--- config.mk ---
export PLATFORM = sky130hd
export DESIGN_NAME = spi_fault_irq_command_unit
export DESIGN_NICKNAME = d
export VERILOG_FILES = /design/src/rtl/spi_cmd_pkg.sv /design/src/rtl/spi_fault_irq_command_unit.sv
export SDC_FILE = /design/constraint.sdc
export NUM_CORES = 1
export LEC_CHECK = 0
export BUFFER_PORTS_ARGS = -buffer_cell sky130_fd_sc_hd__buf_2
export CORE_MARGIN = 3
export CORE_UTILIZATION = 60
export DETAILED_ROUTE_END_ITERATION = 7
export MAX_ROUTING_LAYER = met4
export PLACE_DENSITY = 0.83
export SLEW_MARGIN = 20
export SYNTH_ARGS = -nofsm -noshare
export SYNTH_HDL_FRONTEND = slang
export SYNTH_SLANG_ARGS = --single-unit
export TNS_END_PERCENT = 50
--- constraint.sdc ---
create_clock -name ref_clk -period 6.9 [get_ports ref_clk]
set_input_delay 1.38 -clock ref_clk [delete_from_list [all_inputs] [get_ports ref_clk]]
set_output_delay 1.38 -clock ref_clk [all_outputs]
set_load 0.05 [all_outputs]
--- src/rtl/spi_cmd_pkg.sv ---
package spi_cmd_pkg;

  // Width of one command byte and of the status words.
  localparam int CMD_W = 8;

  // Opcodes held in the three most significant command bits.
  localparam logic [2:0] OP_QUERY    = 3'h0;
  localparam logic [2:0] OP_MASK     = 3'h1;
  localparam logic [2:0] OP_MODE     = 3'h2;
  localparam logic [2:0] OP_CLEAR    = 3'h3;
  localparam logic [2:0] OP_DEADTIME = 3'h4;

  // Command bit that picks the upper half for enable and clear commands.
  localparam int HALF_SEL_BIT = 4;
  // Mode command field positions.
  localparam int MODE_LOCK_BIT   = 0;
  localparam int MODE_FULLON_BIT = 1;
  localparam int MODE_DESAT_BIT  = 3;
  // Deadtime command bit: one asks for calibration, zero sets zero deadtime.
  localparam int DT_CAL_BIT = 0;

  // Status register 0 bit positions.
  localparam int ST_THERMAL  = 0;
  localparam int ST_DESAT    = 1;
  localparam int ST_SUPPLY   = 2;
  localparam int ST_OVERCUR  = 3;
  localparam int ST_PHASE    = 4;
  localparam int ST_FRAMING  = 5;
  localparam int ST_WRITEERR = 6;
  localparam int ST_RESETEVT = 7;

  // Reset values.
  localparam logic [3:0] IRQ_EN_LOW_RST  = 4'hf;
  localparam logic [3:0] IRQ_EN_HIGH_RST = 4'hf;
  localparam logic [7:0] STATUS0_RST     = 8'h80;

  // Raw fault conditions from the analog detectors and drive logic.
  typedef struct packed {
    logic [2:0] thermalLimit;  // Per channel overtemperature.
    logic [2:0] desat;         // Per channel desaturation.
    logic       gateSupplyLow; // Gate supply undervoltage.
    logic       overcurrent;   // Overcurrent comparator output.
    logic [2:0] phaseCmp;      // Phase comparator outputs.
    logic [2:0] driveState;    // Commanded high side state per phase.
    logic       desatBlank;    // Desaturation blanking interval active.
  } raw_fault_t;

  // Mode settings loaded by the mode command.
  typedef struct packed {
    logic desatMode;
    logic fullOn;
    logic modeLock;
  } mode_cfg_t;

endpackage : spi_cmd_pkg

--- src/rtl/spi_fault_irq_command_unit.sv ---
`timescale 1ns/10ps
module spi_fault_irq_command_unit
  import spi_cmd_pkg::*;
(
  input  wire logic       ref_clk,
  input  wire logic       rst,
  input  wire logic       spiClk,
  input  wire logic       spiCsN,
  input  wire logic       spiSi,
  input  wire raw_fault_t rawFault,
  input  wire logic       disableEvent,
  input  wire logic [7:0] status1,
  input  wire logic [7:0] status2,
  input  wire logic [7:0] status3,
  output logic            spiSo,
  output logic            spiSoEn,
  output logic            irqOut,
  output mode_cfg_t       modeCfg,
  output logic            deadtimeCmd,
  output logic            deadtimeCal
);

  // Pin synchronisers; the third stage of clock and select feeds edge finding.
  logic [2:0] csSync_r;   // Chip select chain.
  logic [2:0] sckSync_r;  // Serial clock chain.
  logic [1:0] siSync_r;   // Serial data chain.
  raw_fault_t faultS1_r;  // First stage of the raw fault inputs.
  raw_fault_t faultS2_r;  // Raw faults safe to read.
  logic [1:0] disSync_r;  // Disable event chain.

  // Serial shift state.
  logic [7:0] rx_r, rx_nxt;      // Last eight bits received.
  logic [7:0] tx_r, tx_nxt;      // Outgoing response and pass-through.
  logic [2:0] cnt_r, cnt_nxt;    // Bits received modulo eight.
  logic       seen_r, seen_nxt;  // At least one bit clocked this frame.
  logic [7:0] snap_r, snap_nxt;  // Latches as they stood at frame start.
  logic       soEn_r, soEn_nxt;  // Output drive enable.

  // Fault, enable and mode state.
  logic [7:0] latch_r, latch_nxt;        // Status register 0 latches.
  logic [3:0] enLow_r, enLow_nxt;        // irq_enable_low_half.
  logic [3:0] enHigh_r, enHigh_nxt;      // irq_enable_high_half.
  mode_cfg_t  mode_r, mode_nxt;          // Mode settings.
  logic [1:0] respSel_r, respSel_nxt;    // Status word for next frame.
  logic       awaitCal_r, awaitCal_nxt;  // Next frame is a calibration pulse.
  logic       dtCmd_r, dtCmd_nxt;        // Deadtime command pulse.
  logic       dtCal_r, dtCal_nxt;        // Calibration requested with it.
  logic       irq_r, irq_nxt;            // Interrupt output.

  // Decoded events and helpers.
  logic       csLow;      // Frame in progress.
  logic       csFall;     // Frame starts.
  logic       csRise;     // Frame ends.
  logic       sckRise;    // Bit sampled.
  logic       sckFall;    // Bit shifted out.
  logic       framing;    // Frame bit count not a whole byte.
  logic [2:0] opcode;     // Opcode of the received byte.
  logic [7:0] rawSet;     // Conditions that set latches this cycle.
  logic [7:0] clrMask;    // Latches cleared by this frame.
  logic [7:0] errSet;     // Errors flagged by this frame.
  logic [7:0] respWord;   // Status word loaded at frame start.
  logic       phaseErr;   // Derived phase error.

  // Synchronisers only register; the first stages are read by nothing else.
  // Select resets high and clock low, the idle levels of the pins, so no
  // false edge is seen when reset is released.
  always_ff @(posedge ref_clk or posedge rst) begin
    if (rst) begin
      csSync_r  <= 3'h7;
      sckSync_r <= 3'h0;
      siSync_r  <= 2'h0;
      faultS1_r <= '0;
      faultS2_r <= '0;
      disSync_r <= 2'h0;
    end else begin
      csSync_r  <= {csSync_r[1:0], spiCsN};
      sckSync_r <= {sckSync_r[1:0], spiClk};
      siSync_r  <= {siSync_r[0], spiSi};
      faultS1_r <= rawFault;
      faultS2_r <= faultS1_r;
      disSync_r <= {disSync_r[0], disableEvent};
    end
  end

  // Edges come from the second and third stages only.
  assign csLow   = ~csSync_r[1];
  assign csFall  = csSync_r[2] & ~csSync_r[1];
  assign csRise  = ~csSync_r[2] & csSync_r[1];
  assign sckRise = ~sckSync_r[2] & sckSync_r[1] & csLow;
  assign sckFall = sckSync_r[2] & ~sckSync_r[1] & csLow;

  // Phase error is masked while blanking and in fullon mode.
  assign phaseErr = (|((faultS2_r.phaseCmp ^ faultS2_r.driveState)
                    & ~{3{faultS2_r.desatBlank}}))
                    & ~mode_r.fullOn;

  // Any active condition sets its latch every cycle it is present.
  always_comb begin
    rawSet = 8'h00;
    rawSet[ST_THERMAL]  = |faultS2_r.thermalLimit;
    rawSet[ST_DESAT]    = |faultS2_r.desat;
    rawSet[ST_SUPPLY]   = faultS2_r.gateSupplyLow;
    rawSet[ST_OVERCUR]  = faultS2_r.overcurrent;
    rawSet[ST_PHASE]    = phaseErr;
    rawSet[ST_RESETEVT] = disSync_r[1];
  end

  // Response word picked by the previous query; status 0 by default.
  always_comb begin
    unique case (respSel_r)
      2'h0: respWord = latch_r;
      2'h1: respWord = status1;
      2'h2: respWord = status2;
      2'h3: respWord = status3;
    endcase
  end

  // A frame is whole only with a nonzero multiple of eight bits.
  // A frame with no clock at all is refused too; the calibration pulse is
  // the one exception, and the decode below excuses it.
  assign framing = ~seen_r | (cnt_r != 3'h0);
  assign opcode  = rx_r[7:5];

  // Serial shifting: sample on rising clock, shift out on falling clock.
  always_comb begin
    rx_nxt   = rx_r;
    tx_nxt   = tx_r;
    cnt_nxt  = cnt_r;
    seen_nxt = seen_r;
    snap_nxt = snap_r;
    soEn_nxt = csLow;
    if (csFall) begin
      // The snapshot fixes what the host sees for this frame.
      tx_nxt   = respWord;
      cnt_nxt  = 3'h0;
      seen_nxt = 1'b0;
      snap_nxt = latch_r;
    end else if (sckRise) begin
      // Older bits fall off the top, so only the last byte is kept.
      rx_nxt   = {rx_r[6:0], siSync_r[1]};
      cnt_nxt  = cnt_r + 3'h1;
      seen_nxt = 1'b1;
    end else if (sckFall) begin
      // Received bits follow the response out for daisy chains.
      // The pass-through lags the input by exactly one byte.
      tx_nxt = {tx_r[6:0], rx_r[0]};
    end
  end

  always_ff @(posedge ref_clk or posedge rst) begin
    if (rst) begin
      rx_r   <= 8'h00;
      tx_r   <= 8'h00;
      cnt_r  <= 3'h0;
      seen_r <= 1'b0;
      snap_r <= 8'h00;
      soEn_r <= 1'b0;
    end else begin
      rx_r   <= rx_nxt;
      tx_r   <= tx_nxt;
      cnt_r  <= cnt_nxt;
      seen_r <= seen_nxt;
      snap_r <= snap_nxt;
      soEn_r <= soEn_nxt;
    end
  end

  // Command decode at the end of each frame, plus latch upkeep.
  always_comb begin
    clrMask      = 8'h00;
    errSet       = 8'h00;
    enLow_nxt    = enLow_r;
    enHigh_nxt   = enHigh_r;
    mode_nxt     = mode_r;
    respSel_nxt  = respSel_r;
    awaitCal_nxt = awaitCal_r;
    dtCmd_nxt    = 1'b0;
    dtCal_nxt    = dtCal_r;
    if (csRise) begin
      awaitCal_nxt = 1'b0;
      if (framing) begin
        // A clockless calibration pulse is expected, not an error.
        if (!(awaitCal_r && !seen_r)) begin
          errSet[ST_FRAMING] = 1'b1;
        end
      end else begin
        respSel_nxt = 2'h0;
        unique case (opcode)
          OP_QUERY: begin
            // A query only picks the word returned by the next frame.
            respSel_nxt = rx_r[1:0];
          end
          OP_MASK: begin
            if (mode_r.modeLock) begin
              errSet[ST_WRITEERR] = 1'b1;
            end else if (rx_r[HALF_SEL_BIT]) begin
              enHigh_nxt = rx_r[3:0];
            end else begin
              enLow_nxt = rx_r[3:0];
            end
          end
          OP_MODE: begin
            // Setting the lock in the same command is allowed.
            if (mode_r.modeLock) begin
              errSet[ST_WRITEERR] = 1'b1;
            end else begin
              mode_nxt.desatMode = rx_r[MODE_DESAT_BIT];
              mode_nxt.fullOn    = rx_r[MODE_FULLON_BIT];
              mode_nxt.modeLock  = rx_r[MODE_LOCK_BIT];
            end
          end
          OP_CLEAR: begin
            // Only bits unchanged since the frame began may clear.
            if (rx_r[HALF_SEL_BIT]) begin
              clrMask[7:4] = rx_r[3:0];
            end else begin
              clrMask[3:0] = rx_r[3:0];
            end
            clrMask = clrMask & ~(snap_r ^ latch_r);
          end
          OP_DEADTIME: begin
            if (mode_r.modeLock) begin
              errSet[ST_WRITEERR] = 1'b1;
            end else begin
              dtCmd_nxt    = 1'b1;
              dtCal_nxt    = rx_r[DT_CAL_BIT];
              awaitCal_nxt = rx_r[DT_CAL_BIT];
            end
          end
          default: begin
            // Unused opcodes leave every setting alone.
          end
        endcase
      end
    end
    // Errors found by this frame enter the same way as pin faults.
    // Set wins over clear, so a live fault keeps its latch.
    latch_nxt = (latch_r & ~clrMask) | rawSet | errSet;
    // The line follows the enables at once, so masking a pending fault
    // drops it without clearing the latch; the host must clear it later.
    // Built from next values, the line cannot dip while faults remain.
    irq_nxt = |(latch_nxt & {enHigh_nxt, enLow_nxt});
  end

  always_ff @(posedge ref_clk or posedge rst) begin
    if (rst) begin
      // Reset event latch comes up set; all else at defaults.
      latch_r    <= STATUS0_RST;
      enLow_r    <= IRQ_EN_LOW_RST;
      enHigh_r   <= IRQ_EN_HIGH_RST;
      mode_r     <= '0;
      respSel_r  <= 2'h0;
      awaitCal_r <= 1'b0;
      dtCmd_r    <= 1'b0;
      dtCal_r    <= 1'b0;
      irq_r      <= 1'b0;
    end else begin
      latch_r    <= latch_nxt;
      enLow_r    <= enLow_nxt;
      enHigh_r   <= enHigh_nxt;
      mode_r     <= mode_nxt;
      respSel_r  <= respSel_nxt;
      awaitCal_r <= awaitCal_nxt;
      dtCmd_r    <= dtCmd_nxt;
      dtCal_r    <= dtCal_nxt;
      irq_r      <= irq_nxt;
    end
  end

  // Every output is a flip-flop.
  // The serial output comes from the top of the shift register, so the
  // first response bit is ready as soon as the drive enable rises.
  assign spiSo       = tx_r[7];
  assign spiSoEn     = soEn_r;
  assign irqOut      = irq_r;
  assign modeCfg     = mode_r;
  assign deadtimeCmd = dtCmd_r;
  assign deadtimeCal = dtCal_r;

endmodule : spi_fault_irq_command_unit

==> results.toml <==
[timing]
tns_ns = 0
final_max_slew_viol_count = 0
setup_violations = 0
clock.fmax_mhz = 396.2
skew_ns = 0.01171
hold_slack_ns = 0.3535
slew_headroom_pct = 32.41
tightest_slew_ns = 1.014
layout_setup_ws_ns = 4.376
rsz0062_at_grt = "false"
min_period_ns = 2.524
post-route-period-util_pct = 36.58
final_hold_viol_count = 0

[setup_path]
critPathRequiredTime_ns = 5.52
slowest_delay_ns = 0.49
critPathCaptureType = "output pin"
crit_family = "flip-flops"
r2r_cells = 3
critical_path_buf_inv_count = 1
critPathMaxFanout = 6
start_kind = "register"
cpMaxStageDelayCell = "dfrtp_1"
r2r-end = "rx_r[3]"
reg2reg_slack_ns = 4.56
cp_data_arrival_time_ns = 1.14
path_cells = "buf_2"
criticalPathCategory = "register to output pin"
reg2reg_from = "csSync_r[1]"

[clocking]
tritoncts = "done"
cts_buffer_depth = 2
post_cts_buffers = 0
cts_buffers = 9
ctsHtreeMaxLevel = 3
cts_resized = 0
clock_sink_count = 94
root_buffer = "clkbuf_8"
hold_buffers = 0
clk_latency_ns = 0.35
path_clk_slew_ns = 0.08

[placement]
hpwl_mm = 4.485
dp_cells = 364
dp_slack_ns = 4.360
gp_congestion = 0.8312
place.port_buffers = 52
dpl_cell_area_um2 = 3954

[drt]
drt_iter0_markers = 180
vias_per_cell = 5.779
dr.pass1.iters = 4
ant_nets = 0
via_count = 2196
routedWlPerCell_um = 16.92
drc = 0
drt_wl_total_mm = 6.431

[final_layout]
layout.nets = 350
syn_to_final_growth_pct = 14.42
fillCellCount = 384
multi_input_comb_area_um2 = 1209
drive_above_1_share_pct = 39.29
final_cells = 380
seq_area_um2 = 2367
final_cell_area_um2 = 4180
antennaDiodeCount = 0

[global_route]
met3_usage_pct = 4.541
grt_pass1_vias = 2290
grt_max_degree = 95
use_met1_pct = 27.14
antenna_found_initial = 0
grt_usage_pct = 20.43
grt-busiest-layer = "met2"
use_met2_pct = 31.56
overflow = 0
grt_pass1_wl_mm = 10.90

[hold_path]
min_from = "faultS1_r[0]"
min_path_cells = 0
hp-class = "register to register"
hold-path-endpoint = "faultS2_r[0]"

[floorplan]
fp.coreArea_um2 = 5709
die_y_um = 84.04
ios = 53
num_rows = 27
fp.dieArea_um2 = 7062
die_w_um = 84.04
initial_utilization_pct = 63.99

[status]
status = "completed"

[synthesis]
synth.avg_cell_area_um2 = 14.56
syn_area_um2 = 3654
async_flop_share_pct = 100.0
synth-seq-cells = 94
yosysWarningCount = 0
synth-edff-count = 0
synthFlopType = "dfrtp_1"
synth_cells = 251
syn_nets = 298
yosysUniqueCellTypes = 44
yosysSeqAreaShare_pct = 64.79

[power_and_ir_drop]
powerDensity_nw_per_um2 = 305.1
power.leakage_nw = 1.834
vdd_ir_drop_max_uv = 182.3

[run]
drv_cap = 0
==> synth_stat cells, types with 4 or more instances <==
library cell	number	area, um2
and2_1	4	25.02
buf_2	5	25.02
clkbuf_1	5	18.77
dfrtp_1	82	2052
dfstp_2	12	315.3
inv_1	5	18.77
mux2_2	27	304.0
mux2i_1	8	80.08
mux4_2	8	180.2
nand2_1	18	67.56
nand2b_1	4	25.02
nand4_1	6	37.54
nor2_1	8	30.03
o21ai_0	9	45.04
o41ai_1	4	35.03
xor2_1	4	35.03
==> placed cells by master, fill, tap and decap left out, types with 3 or more instances in the layout <==
cell type / Yosys / routed
a22oi_1: 3 / 3
nand4_1: 6 / 6
nand2b_1: 4 / 4
mux4_2: 8 / 8
inv_1: 5 / 4
o41ai_1: 4 / 4
xor2_1: 4 / 4
buf_2: 5 / 52
o21ai_0: 9 / 9
mux2_2: 27 / 27
nand2_1: 18 / 18
dfrtp_1: 82 / 82
and2_1: 4 / 4
dfstp_2: 12 / 12
clkbuf_8: 0 / 10
nor2_1: 8 / 8
a21o_1: 3 / 3
nor3_1: 3 / 3
mux2i_1: 8 / 8
==> worst max path at each step <==
stage               start      endpoint  slack, ns  cells after the start
2_1_floorplan         rst    awaitCal_r       3.09                      1
3_3_place_gp          rst  sckSync_r[2]       4.41                      3
3_5_place_dp          rst       spiSoEn       4.36                      3
4_1_cts        modeCfg[0]    modeCfg[0]       4.36                      1
5_1_grt        modeCfg[0]    modeCfg[0]       4.32                      1
6_report       modeCfg[0]    modeCfg[0]       4.38                      1
==> report_power, final <==
part | total (W) | leakage (nW) | switching [W] | internal [W]
registers | 0.000688 | 1.09 | 0.0000778 | 0.000610
logic | 0.000194 | 0.637 | 0.0000888 | 0.000105
clock network | 0.000394 | 0.110 | 0.000179 | 0.000215
total | 0.00128 | 1.83 | 0.000345 | 0.000930
==> layout make-up <==
class,count,area share (%)
Sequential cell,94,56.63
Multi-Input combinational cell,140,28.91
Timing Repair Buffer,53,6.495
Clock buffer,11,3.382
Tap cell,72,2.155
Clock inverter,5,1.946
Inverter,5,0.4789
==> metal layers <==
layer / vias up / part of all wire (%)
li1: 995 / -
met1: 1131 / 44
met2: 58 / 50
met3: 12 / 4.9
met4: 0 / 1.7
met5: - / 0
==> logic make-up after synthesis <==
kind of cell    Yosys count  synth area share [%]
mux                      43                 15.45
simple gates             61                 10.17
buf+inv                  17                 2.123
compound gates           28                 5.342
flops                    94                 64.79
xor+xnor                  6                 1.438
fa+ha+maj                 2                0.6848
==> flip-flops by register name, summed over array words and instances (netlist names), 2 cells and up <==
signal and cells:
faultS1_r 15, sckSync_r 3, modeCfg 3, disSync_r 2, snap_r 8, cnt_r 3
enLow_r 4, tx_r 8, latch_r 8, respSel_r 2, csSync_r 3, rx_r 8
siSync_r 2, enHigh_r 4, faultS2_r 15
==> metrics by stage <==
stage / total power [W] / utilization (%)
after global routing: 0.001345 / 73.22
after global placement: 0.0008854 / 69.25
final: 0.001276 / 73.22
after CTS: 0.001287 / 73.15
after floorplan: 0.0008369 / -
after detailed placement: 0.0008952 / 69.25
(Power assumes the default switching activity.)
